`src/tcr_consts.vh`:
```
`ifndef TCR_CONSTS_VH
`define TCR_CONSTS_VH

// ==========================================
// Configuration byte addresses
`define TCR_ADDR_PIN_EN 5'h00
`define TCR_ADDR_MODE 5'h01
`define TCR_ADDR_FIFO 5'h02

// ==========================================
// Pin enable byte fields
`define TCR_PIN_EV_LO 0
`define TCR_PIN_EV_HI 3
`define TCR_PIN_REF 4
`define TCR_PIN_INH 6
`define TCR_PIN_IDXRST 7

// ==========================================
// Mode byte fields
`define TCR_MODE_ACC_LO 0
`define TCR_MODE_ACC_HI 3
`define TCR_MODE_CMB_LO 4
`define TCR_MODE_CMB_HI 5
`define TCR_MODE_HR_LO 6
`define TCR_MODE_HR_HI 7

// ==========================================
// Read-out policy byte fields
`define TCR_FIFO_COMMON 6
`define TCR_FIFO_BLOCK 7

// ==========================================
// Field encodings and reset values
`define TCR_CMB_INDEP 2'h0
`define TCR_CMB_DIST 2'h1
`define TCR_CMB_WIDTH 2'h2
`define TCR_HR_OFF 2'h0
`define TCR_HR_2X 2'h1
`define TCR_HR_4X 2'h2
`define TCR_CFG_RESET 8'h00

`endif

```
`src/tcr_chan_queue.v`:
```
`timescale 1ns/100ps
`include "tcr_consts.vh"

module tcr_chan_queue #(
  parameter DW = 24,
  parameter DEPTH = 8,
  parameter AW = 3
) (
  input wire sys_clk,
  input wire srst,
  input wire hit,
  input wire [DW-1:0] stamp,
  input wire [1:0] hr_sel,
  input wire block_mode,
  input wire pop,
  output wire [DW+1:0] head_data,
  output wire avail,
  output wire busy
);

  reg [DW+1:0] mem [0:DEPTH-1];
  reg [DW+1:0] acc_reg;
  reg [1:0] left_reg;
  reg run_reg;
  reg lock_reg;
  reg [AW-1:0] wr_ptr_reg;
  reg [AW-1:0] rd_ptr_reg;
  reg [AW:0] count_reg;
  wire full;
  wire empty;
  wire start;
  wire push;
  wire do_pop;
  wire [1:0] reps_m1;

  function [1:0] reps_less_one;
    input [1:0] sel;
    begin
      case (sel)
        `TCR_HR_2X: reps_less_one = 2'h1;
        `TCR_HR_4X: reps_less_one = 2'h3;
        default: reps_less_one = 2'h0;
      endcase
    end
  endfunction

  assign full = (count_reg == DEPTH);
  assign empty = (count_reg == {(AW+1){1'b0}});
  assign reps_m1 = reps_less_one(hr_sel);
  // no restart while locked; busy sets the least pulse spacing
  assign start = hit && !run_reg && !lock_reg && !full;
  assign push = (start && reps_m1 == 2'h0) || (run_reg && left_reg == 2'h0);
  assign avail = block_mode ? (lock_reg && !empty) : !empty;
  assign do_pop = pop && avail;
  assign head_data = mem[rd_ptr_reg];
  assign busy = run_reg;

  // ==========================================
  // Repeated measurement and summing
  always @(posedge sys_clk) begin
    if (srst) begin
      run_reg <= 1'b0;
      left_reg <= 2'h0;
      acc_reg <= {(DW+2){1'b0}};
    end else if (start) begin
      acc_reg <= {2'b00, stamp};
      left_reg <= reps_m1 - 2'h1;
      run_reg <= (reps_m1 != 2'h0);
    end else if (run_reg) begin
      acc_reg <= acc_reg + {2'b00, stamp};
      left_reg <= left_reg - 2'h1;
      if (left_reg == 2'h0) begin
        run_reg <= 1'b0;
      end
    end
  end

  // ==========================================
  // Result storage
  always @(posedge sys_clk) begin
    if (push) begin
      mem[wr_ptr_reg] <= start ? {2'b00, stamp} : acc_reg + {2'b00, stamp};
    end
  end

  always @(posedge sys_clk) begin
    if (srst) begin
      wr_ptr_reg <= {AW{1'b0}};
      rd_ptr_reg <= {AW{1'b0}};
      count_reg <= {(AW+1){1'b0}};
      lock_reg <= 1'b0;
    end else begin
      if (push) begin
        wr_ptr_reg <= wr_ptr_reg + {{(AW-1){1'b0}}, 1'b1};
      end
      if (do_pop) begin
        rd_ptr_reg <= rd_ptr_reg + {{(AW-1){1'b0}}, 1'b1};
      end
      if (push && !do_pop) begin
        count_reg <= count_reg + {{AW{1'b0}}, 1'b1};
      end else if (do_pop && !push) begin
        count_reg <= count_reg - {{AW{1'b0}}, 1'b1};
      end
      // lock from full until fully read
      if (block_mode && push && !do_pop && count_reg == DEPTH - 1) begin
        lock_reg <= 1'b1;
      end else if (do_pop && count_reg == {{AW{1'b0}}, 1'b1}) begin
        lock_reg <= 1'b0;
      end else if (!block_mode) begin
        lock_reg <= 1'b0;
      end
    end
  end

endmodule

```
`src/tcr_config_top.v`:
```
`timescale 1ns/100ps
`include "tcr_consts.vh"

// Contract
// - Bits 0..3 of pin byte gate each event input pin.
// - Bit 4 of pin byte enables reference clock input pins.
// - Inhibit gate clear: inhibit pin ignored, measurement follows configuration.
// - Inhibit gate set: no measurements while inhibit pin high.
// - Bit 7 of pin byte enables index counter reset pin.
// - Accept bit clear: channel events dropped; pin gate unchanged.
// - Accept bit set: channel events accepted and processed.
// - Combine 00b keeps both stop channels independent.
// - Combine 01b alternates first-input events between channels A and B.
// - Combine 10b: rising edges to A, falling edges to B.
// - High resolution delays, repeats and sums each event's measurement.
// - High-resolution 00b is single measurement, least pulse spacing.
// - High-resolution 01b measures each event twice.
// - High-resolution 10b measures each event four times.
// - Common-read clear: interrupt low when any queue has data.
// - Common-read set: interrupt low when all active queues have data.
// - Block-read clear: queues run continuously.
// - Block-read set: no output until the queue is full.
// - Block-read: no new measurement until full queue fully read.
// - Configuration bytes reset to zero and are read/write.

module tcr_config_top #(
  parameter IDX_W = 16,
  parameter FINE_W = 8,
  parameter DEPTH = 8,
  parameter AW = 3
) (
  input wire sys_clk,
  input wire srst,
  input wire cfg_wr_en,
  input wire cfg_rd_en,
  input wire [4:0] cfg_addr,
  input wire [7:0] cfg_wr_data,
  output wire [7:0] cfg_rd_data,
  input wire [3:0] event_input,
  input wire reference_clock_input,
  input wire inhibit_input,
  input wire index_counter_reset_input,
  input wire res_rd_en,
  input wire [1:0] res_rd_sel,
  output wire [IDX_W+FINE_W+1:0] res_data,
  output wire res_valid,
  output wire [3:0] chan_avail,
  output wire irq_n
);

  localparam DW = IDX_W + FINE_W;
  localparam SEL_NONE = 3'h0;
  localparam SEL_PIN = 3'h1;
  localparam SEL_MODE = 3'h2;
  localparam SEL_FIFO = 3'h4;

  // ==========================================
  // Byte select, shared by the write and read paths
  function [2:0] byte_sel;
    input [4:0] addr;
    begin
      case (addr)
        `TCR_ADDR_PIN_EN: byte_sel = SEL_PIN;
        `TCR_ADDR_MODE: byte_sel = SEL_MODE;
        `TCR_ADDR_FIFO: byte_sel = SEL_FIFO;
        default: byte_sel = SEL_NONE;
      endcase
    end
  endfunction

  wire [2:0] cfg_sel;
  assign cfg_sel = byte_sel(cfg_addr);

  // ==========================================
  // Configuration bytes
  reg [7:0] input_pin_enables_reg;
  reg [7:0] channel_mode_select_reg;
  reg [7:0] fifo_readout_policy_reg;
  reg [7:0] rd_data_reg;

  wire [3:0] event_pin_gate;
  wire reference_clock_pin_gate;
  wire measurement_inhibit_pin_gate;
  wire index_counter_reset_pin_gate;
  wire [3:0] event_accept;
  wire [1:0] combine_sel;
  wire [1:0] hr_sel;
  wire common_read;
  wire full_queue_block_read;

  assign event_pin_gate = input_pin_enables_reg[`TCR_PIN_EV_HI:`TCR_PIN_EV_LO];
  assign reference_clock_pin_gate = input_pin_enables_reg[`TCR_PIN_REF];
  assign measurement_inhibit_pin_gate = input_pin_enables_reg[`TCR_PIN_INH];
  assign index_counter_reset_pin_gate = input_pin_enables_reg[`TCR_PIN_IDXRST];
  assign event_accept = channel_mode_select_reg[`TCR_MODE_ACC_HI:`TCR_MODE_ACC_LO];
  assign combine_sel = channel_mode_select_reg[`TCR_MODE_CMB_HI:`TCR_MODE_CMB_LO];
  assign hr_sel = channel_mode_select_reg[`TCR_MODE_HR_HI:`TCR_MODE_HR_LO];
  assign common_read = fifo_readout_policy_reg[`TCR_FIFO_COMMON];
  assign full_queue_block_read = fifo_readout_policy_reg[`TCR_FIFO_BLOCK];

  always @(posedge sys_clk) begin
    if (srst) begin
      input_pin_enables_reg <= `TCR_CFG_RESET;
      channel_mode_select_reg <= `TCR_CFG_RESET;
      fifo_readout_policy_reg <= `TCR_CFG_RESET;
    end else if (cfg_wr_en) begin
      // whole byte stored, fixed bits too
      case (cfg_sel)
        SEL_PIN: input_pin_enables_reg <= cfg_wr_data;
        SEL_MODE: channel_mode_select_reg <= cfg_wr_data;
        SEL_FIFO: fifo_readout_policy_reg <= cfg_wr_data;
        default: ;
      endcase
    end
  end

  // Other addresses belong to other blocks and read as zero here
  always @(posedge sys_clk) begin
    if (srst) begin
      rd_data_reg <= `TCR_CFG_RESET;
    end else if (cfg_rd_en) begin
      case (cfg_sel)
        SEL_PIN: rd_data_reg <= input_pin_enables_reg;
        SEL_MODE: rd_data_reg <= channel_mode_select_reg;
        SEL_FIFO: rd_data_reg <= fifo_readout_policy_reg;
        default: rd_data_reg <= `TCR_CFG_RESET;
      endcase
    end
  end

  assign cfg_rd_data = rd_data_reg;

  // ==========================================
  // Pin synchronisers
  reg [3:0] ev_meta_reg;
  reg [3:0] ev_sync_reg;
  reg [3:0] ev_prev_reg;
  reg [2:0] aux_meta_reg;
  reg [2:0] aux_sync_reg;
  reg ref_prev_reg;

  always @(posedge sys_clk) begin
    if (srst) begin
      ev_meta_reg <= 4'h0;
      ev_sync_reg <= 4'h0;
      aux_meta_reg <= 3'h0;
      aux_sync_reg <= 3'h0;
    end else begin
      ev_meta_reg <= event_input;
      ev_sync_reg <= ev_meta_reg;
      aux_meta_reg <= {index_counter_reset_input, inhibit_input, reference_clock_input};
      aux_sync_reg <= aux_meta_reg;
    end
  end

  wire [3:0] ev_live;
  assign ev_live = ev_sync_reg & event_pin_gate;
  wire ref_live;
  assign ref_live = aux_sync_reg[0] & reference_clock_pin_gate;
  // inhibit only when its gate is set
  wire inhibit;
  assign inhibit = aux_sync_reg[1] & measurement_inhibit_pin_gate;
  wire idx_clear;
  assign idx_clear = aux_sync_reg[2] & index_counter_reset_pin_gate;

  always @(posedge sys_clk) begin
    if (srst) begin
      ev_prev_reg <= 4'h0;
      ref_prev_reg <= 1'b0;
    end else begin
      ev_prev_reg <= ev_live;
      ref_prev_reg <= ref_live;
    end
  end

  // Edges taken after the second stage only, so no metastable level reaches a queue
  wire [3:0] ev_rise;
  wire [3:0] ev_fall;
  wire ref_rise;
  assign ev_rise = ev_live & ~ev_prev_reg;
  assign ev_fall = ~ev_live & ev_prev_reg;
  assign ref_rise = ref_live & ~ref_prev_reg;

  // ==========================================
  // Reference index and fine time stamp
  reg [IDX_W-1:0] idx_reg;
  reg [FINE_W-1:0] fine_reg;

  always @(posedge sys_clk) begin
    if (srst) begin
      idx_reg <= {IDX_W{1'b0}};
      fine_reg <= {FINE_W{1'b0}};
    end else begin
      // Reset pin wins over a reference edge in the same cycle
      if (idx_clear) begin
        idx_reg <= {IDX_W{1'b0}};
      end else if (ref_rise) begin
        idx_reg <= idx_reg + {{(IDX_W-1){1'b0}}, 1'b1};
      end
      if (ref_rise || idx_clear) begin
        fine_reg <= {FINE_W{1'b0}};
      end else begin
        fine_reg <= fine_reg + {{(FINE_W-1){1'b0}}, 1'b1};
      end
    end
  end

  wire [DW-1:0] stamp;
  assign stamp = {idx_reg, fine_reg};

  // ==========================================
  // Pair steering, channels 1/2 and 3/4 form pairs A/B
  reg [1:0] alt_reg;
  reg [3:0] hit_raw;
  integer p;

  always @* begin
    hit_raw = 4'h0;
    for (p = 0; p < 2; p = p + 1) begin
      case (combine_sel)
        `TCR_CMB_DIST: begin
          hit_raw[2*p] = ev_rise[2*p] & ~alt_reg[p];
          hit_raw[2*p+1] = ev_rise[2*p] & alt_reg[p];
        end
        `TCR_CMB_WIDTH: begin
          // rising to A, falling to B
          hit_raw[2*p] = ev_rise[2*p];
          hit_raw[2*p+1] = ev_fall[2*p];
        end
        default: begin
          hit_raw[2*p] = ev_rise[2*p];
          hit_raw[2*p+1] = ev_rise[2*p+1];
        end
      endcase
    end
  end

  // Pair always restarts on channel A when pulse distance is entered
  always @(posedge sys_clk) begin
    if (srst || combine_sel != `TCR_CMB_DIST) begin
      alt_reg <= 2'h0;
    end else begin
      alt_reg <= alt_reg ^ {ev_rise[2], ev_rise[0]};
    end
  end

  wire [3:0] hit;
  assign hit = hit_raw & event_accept & {4{~inhibit}};

  // ==========================================
  // Channel queues
  wire [DW+1:0] head [0:3];
  wire [3:0] avail;
  wire [3:0] pop;
  genvar g;

  assign pop = res_rd_en ? (4'h1 << res_rd_sel) : 4'h0;

  generate
    for (g = 0; g < 4; g = g + 1) begin : gen_chan
      tcr_chan_queue #(
        .DW(DW),
        .DEPTH(DEPTH),
        .AW(AW)
      ) u_queue (
        .sys_clk(sys_clk),
        .srst(srst),
        .hit(hit[g]),
        .stamp(stamp),
        .hr_sel(hr_sel),
        .block_mode(full_queue_block_read),
        .pop(pop[g]),
        .head_data(head[g]),
        .avail(avail[g]),
        .busy()
      );
    end
  endgenerate

  assign chan_avail = avail;

  // ==========================================
  // Result read port
  reg [DW+1:0] res_data_reg;
  reg res_valid_reg;

  always @(posedge sys_clk) begin
    if (srst) begin
      res_data_reg <= {(DW+2){1'b0}};
      res_valid_reg <= 1'b0;
    end else begin
      // Read of an empty or withheld channel is dropped, no valid pulse
      res_valid_reg <= res_rd_en & avail[res_rd_sel];
      if (res_rd_en && avail[res_rd_sel]) begin
        res_data_reg <= head[res_rd_sel];
      end
    end
  end

  assign res_data = res_data_reg;
  assign res_valid = res_valid_reg;

  // ==========================================
  // Interrupt, active low
  wire [3:0] active;
  wire any_ready;
  wire all_ready;
  reg irq_n_reg;

  assign active = event_pin_gate & event_accept;
  assign any_ready = |avail;
  // No active channel means common mode never fires
  assign all_ready = (|active) && ((active & ~avail) == 4'h0);
  // Registered so the pin cannot glitch while several queues change at once
  wire irq_n_next;
  assign irq_n_next = common_read ? ~all_ready : ~any_ready;

  always @(posedge sys_clk) begin
    if (srst) begin
      irq_n_reg <= 1'b1;
    end else begin
      irq_n_reg <= irq_n_next;
    end
  end

  assign irq_n = irq_n_reg;

endmodule

```
`config.mk`:
```
export PLATFORM = sky130hd
export DESIGN_NAME = tcr_config_top
export DESIGN_NICKNAME = d
export VERILOG_FILES = /design/src/tcr_chan_queue.v /design/src/tcr_config_top.v
export VERILOG_INCLUDE_DIRS = /design/src
export SDC_FILE = /design/constraint.sdc
export NUM_CORES = 2
export LEC_CHECK = 0
export BUFFER_PORTS_ARGS = -buffer_cell sky130_fd_sc_hd__clkbuf_2
export CAP_MARGIN = 20
export CORE_MARGIN = 3
export CORE_UTILIZATION = 35
export DETAILED_ROUTE_END_ITERATION = 10
export SLEW_MARGIN = 20
export SYNTH_ARGS = -nofsm -noshare
export SYNTH_HDL_FRONTEND = slang
export SYNTH_SLANG_ARGS = --single-unit
```
`constraint.sdc`:
```
create_clock -name sys_clk -period 4.3 [get_ports sys_clk]
set_clock_uncertainty 0.15 [all_clocks]
set_input_delay 0.645 -clock sys_clk [delete_from_list [all_inputs] [get_ports sys_clk]]
set_output_delay 0.645 -clock sys_clk [all_outputs]
set_load 0.02 [all_outputs]
```
==> impl_metrics.env <==
export IMPL_min_delay_start="cfg_wr_data[1]"
export IMPL_detail_route_first_pass_iterations=6
export IMPL_insertion_delay_ns=0.74
export IMPL_postPlaceCellArea_um2=52000
export IMPL_dieHeight_um=379
export IMPL_synth_ff_type="sky130_fd_sc_hd__edfxtp_1"
export IMPL_yosysUniqueCellTypes=84
export IMPL_synth_largest_type_area_fraction_pct=51.3
export IMPL_number_of_failing_hold_endpoints_at_the_final_stage=0
export IMPL_ys_warnings_count=0
export IMPL_synth_fa_ha_area_share_pct=3.58
export IMPL_post_route_util_pct=40.5
export IMPL_first_iter_violations=2840
export IMPL_multiInputGateArea_um2=17300
export IMPL_final_cell_mix="sky130_fd_sc_hd__edfxtp_1, sky130_fd_sc_hd__nor2_1, sky130_fd_sc_hd__dfxtp_1, sky130_fd_sc_hd__nand2_1, sky130_fd_sc_hd__mux4_2"
export IMPL_setup_violations_final=0
export IMPL_maxcap_violations=0
export IMPL_postSynthCellCount=3448
export IMPL_number_of_antenna_violations_at_the_first_check_in_global_routing=12
export IMPL_type_of_destination_of_the_critical_path="register"
export IMPL_cts_reportedPaths_clkPinSlew_ns=0.07
export IMPL_worstSetupPathType="register to register"
export IMPL_holdWs_ns=0.0602
export IMPL_timing_final_crit_share_pct=91.2
export IMPL_die_area_um2=144000
export IMPL_achievable_frequency_ghz=0.255
export IMPL_most_common_cell_after_layout_fill_and_taps_aside="sky130_fd_sc_hd__edfxtp_1"
export IMPL_grt_pass1_vias=28700
export IMPL_ir_worst_vdd_uv=293
export IMPL_placed_cells=5291
export IMPL_seq_area_um2=30600
export IMPL_postRouteAntennaNets=0
export IMPL_design_portCount=67
export IMPL_syn_avg_cell_area_um2=14.1
export IMPL_leakage_nw=19.3
export IMPL_drt_drc_violations_left=0
export IMPL_drv_slew=0
export IMPL_count_of_filler_cells_inserted_in_the_layout=12600
export IMPL_critical_path_startpoint_type="register"
export IMPL_fin_crit_ns=3.92
export IMPL_floorplan_initialDensity_pct=35.3
export IMPL_grt_pass1_wl_mm=188
export IMPL_avgRoutedWirePerCell_um=23.1
export IMPL_synth_seq_cells=1109
export IMPL_grt_start_max_net_pins=88
export IMPL_gp_congestion=0.922
export IMPL_stdcell_area_um2=55800
export IMPL_rsz0062_at_grt="false"
export IMPL_synth_enable_flop_cells=832
export IMPL_yosys_area_share_simple_pct=7.60
export IMPL_ys_top_cells_by_area="sky130_fd_sc_hd__edfxtp_1, sky130_fd_sc_hd__dfxtp_1, sky130_fd_sc_hd__mux4_2, sky130_fd_sc_hd__ha_1, sky130_fd_sc_hd__mux2i_1"
export IMPL_critPathArrivalTime_ns=4.16
export IMPL_clockRootBuffer="sky130_fd_sc_hd__clkbuf_16"
export IMPL_xor_xnor_fraction_of_synth_area_pct=2.47
export IMPL_proportion_of_power_drawn_by_flip_flops_and_latches_pct=53.3
export IMPL_detail_route_wirelength_mm=127
export IMPL_global_route_overflow_total=0
export IMPL_coreArea_um2=138000
export IMPL_drive_above_1_share_pct=18.9
export IMPL_power_report_internal_total_mw=17.0
export IMPL_cts_buffer_depth=3
export IMPL_critPathRequiredTime_ns=4.54
export IMPL_dominant_combinational_cell_family_by_area_after_synthesis="multiplexers"
export IMPL_run_status="finished, final reports clean"
export IMPL_cts_sinks=1109
export IMPL_core_rowCount=136
export IMPL_startpoint_of_the_worst_register_to_register_path="fine_reg[4]"
export IMPL_largest_register_ffs=832
export IMPL_dr_total_vias=29500
export IMPL_synth_compound_area_share_pct=7.41
export IMPL_netlist_top_cell_by_area="sky130_fd_sc_hd__edfxtp_1"
export IMPL_cts_tree="built"
export IMPL_worst_slew_margin_rel_pct=26.1
export IMPL_cp_startpoint="fine_reg[4]"
export IMPL_track_usage_pct=17.7
export IMPL_combinationalPowerShare_pct=1.3
export IMPL_layout_nets=3783
export IMPL_finalNonFillerCells=5512
export IMPL_share_of_synthesized_area_spent_on_multiplexers_pct=14.1
export IMPL_synth_net_count=3612
export IMPL_worst_slew_pin_transition_ns=1.11
export IMPL_ctsHtreeMaxLevel=3
export IMPL_route_detailed_vias_per_inst=5.36
export IMPL_synth_async_sr_flop_share_pct=0
export IMPL_number_of_buffers_added_by_the_clock_tree_synthesis_step=110
export IMPL_power_frac_clock_pct=45.4
export IMPL_post_cts_setup_buffers=0
export IMPL_p_sw_share_pct=20.4
export IMPL_floorplan_die_width_um=379
export IMPL_hold_class="input pin to register"
export IMPL_p_sw_mw=4.38
export IMPL_fin_setup_tns_ns=0
export IMPL_power_density_nw_per_um2=384
export IMPL_netlist_area_before_placement_um2=48700
export IMPL_synth_sequential_area_ratio_pct=62.7
export IMPL_crit_fanout=10
export IMPL_detailed_place_hpwl_mm=84.2
export IMPL_port_buffers=66
export IMPL_layout_area_overhead_vs_synth_pct=14.6
metrics by stage:
stage / total power [mW] / setup slack (ns)
finish: 21.4 / 0.379
global route: 22.0 / 0.0727
CTS: 21.6 / 0.371
detailed placement: 11.9 / 0.403
global placement: 11.9 / 0.464
floorplan: 11.8 / 0.120
cell usage after synthesis (20+ instances only):
cell                        instances
sky130_fd_sc_hd__a2111oi_0         25
sky130_fd_sc_hd__clkbuf_1         142
sky130_fd_sc_hd__edfxtp_1         832
sky130_fd_sc_hd__ha_1             133
sky130_fd_sc_hd__xor2_1            77
sky130_fd_sc_hd__buf_2             22
sky130_fd_sc_hd__a211oi_1          60
sky130_fd_sc_hd__inv_1             73
sky130_fd_sc_hd__nand2_1          250
sky130_fd_sc_hd__nor2_1           379
sky130_fd_sc_hd__mux2i_1          156
sky130_fd_sc_hd__o21ai_0          116
sky130_fd_sc_hd__nor2b_1           33
sky130_fd_sc_hd__dfxtp_1          277
sky130_fd_sc_hd__o22ai_1           20
sky130_fd_sc_hd__a21o_1            38
sky130_fd_sc_hd__nand3_1           30
sky130_fd_sc_hd__nor3_1            68
sky130_fd_sc_hd__xnor2_1           60
sky130_fd_sc_hd__nand2b_1          24
sky130_fd_sc_hd__mux4_2           234
sky130_fd_sc_hd__a21oi_1          161
sky130_fd_sc_hd__o21a_1            22
critical path, stage by stage, from the launching register on:
cell and delay (ns):
sky130_fd_sc_hd__dfxtp_1 0.48, sky130_fd_sc_hd__ha_1 0.33, sky130_fd_sc_hd__a2111oi_0 0.28, sky130_fd_sc_hd__o21ai_0 0.22, sky130_fd_sc_hd__a41oi_1 0.40, sky130_fd_sc_hd__o21ai_0 0.31
sky130_fd_sc_hd__a21oi_1 0.47, sky130_fd_sc_hd__xor2_1 0.14, sky130_fd_sc_hd__o21ai_0 0.79
power groups by stage:
stage	Sequential, mW	Combinational (mW)	Clock (mW)
floorplan	11.7	0.147	0
global placement	11.6	0.263	0
detailed placement	11.6	0.267	0
CTS	11.4	0.273	9.92
global route	11.4	0.295	10.3
finish	11.4	0.273	9.72
layer usage:
metal  global-route usage (%)  wire length (µm)  part of all wire [%]  up-vias
li1                         -                 -                     -    13500
met1                     25.0             57100                    45    15000
met2                     27.6             57800                    45      863
met3                     3.34              8800                   6.9      169
met4                     5.38              3570                   2.8        4
met5                        0                24                 0.019        -
kinds of logic after synthesis:
logic type	count (synthesis)
XOR/XNOR	137
flip-flops	1109
AO/OA/AOI/OAI	555
multiplexers	393
adder cells (fa/ha/maj)	137
AND/OR/NAND/NOR	856
buffers and inverters	261
area by class of cell:
type / count / area share (%)
tap: 1794 / 4.03
antenna: 6 / 0.0269
inverter: 75 / 0.505
multi-input combinational: 2078 / 30.9
sequential: 1109 / 54.8
timing repair buffer: 245 / 3.20
clock buffer: 142 / 5.33
clock inverter: 63 / 1.16
timing repair:
item                                    CTS  global route
gates resized for setup                   0             1
hold buffers                              8             0
endpoints found under the setup margin    0             8
endpoints found under the hold margin     9             0
worst paths after layout:
check / to / cells after the start / slack (ns)
setup / recovery: gen_chan[2].u_queue.mem[7][21] / 8 / 0.38
hold / removal: input_pin_enables_reg[1] / 3 / 0.06
setup reg to reg: gen_chan[2].u_queue.mem[7][21] / 8 / 0.38
hold reg to reg: ev_sync_reg[0] / 1 / 0.30
Power figures use the tool's default switching activity.
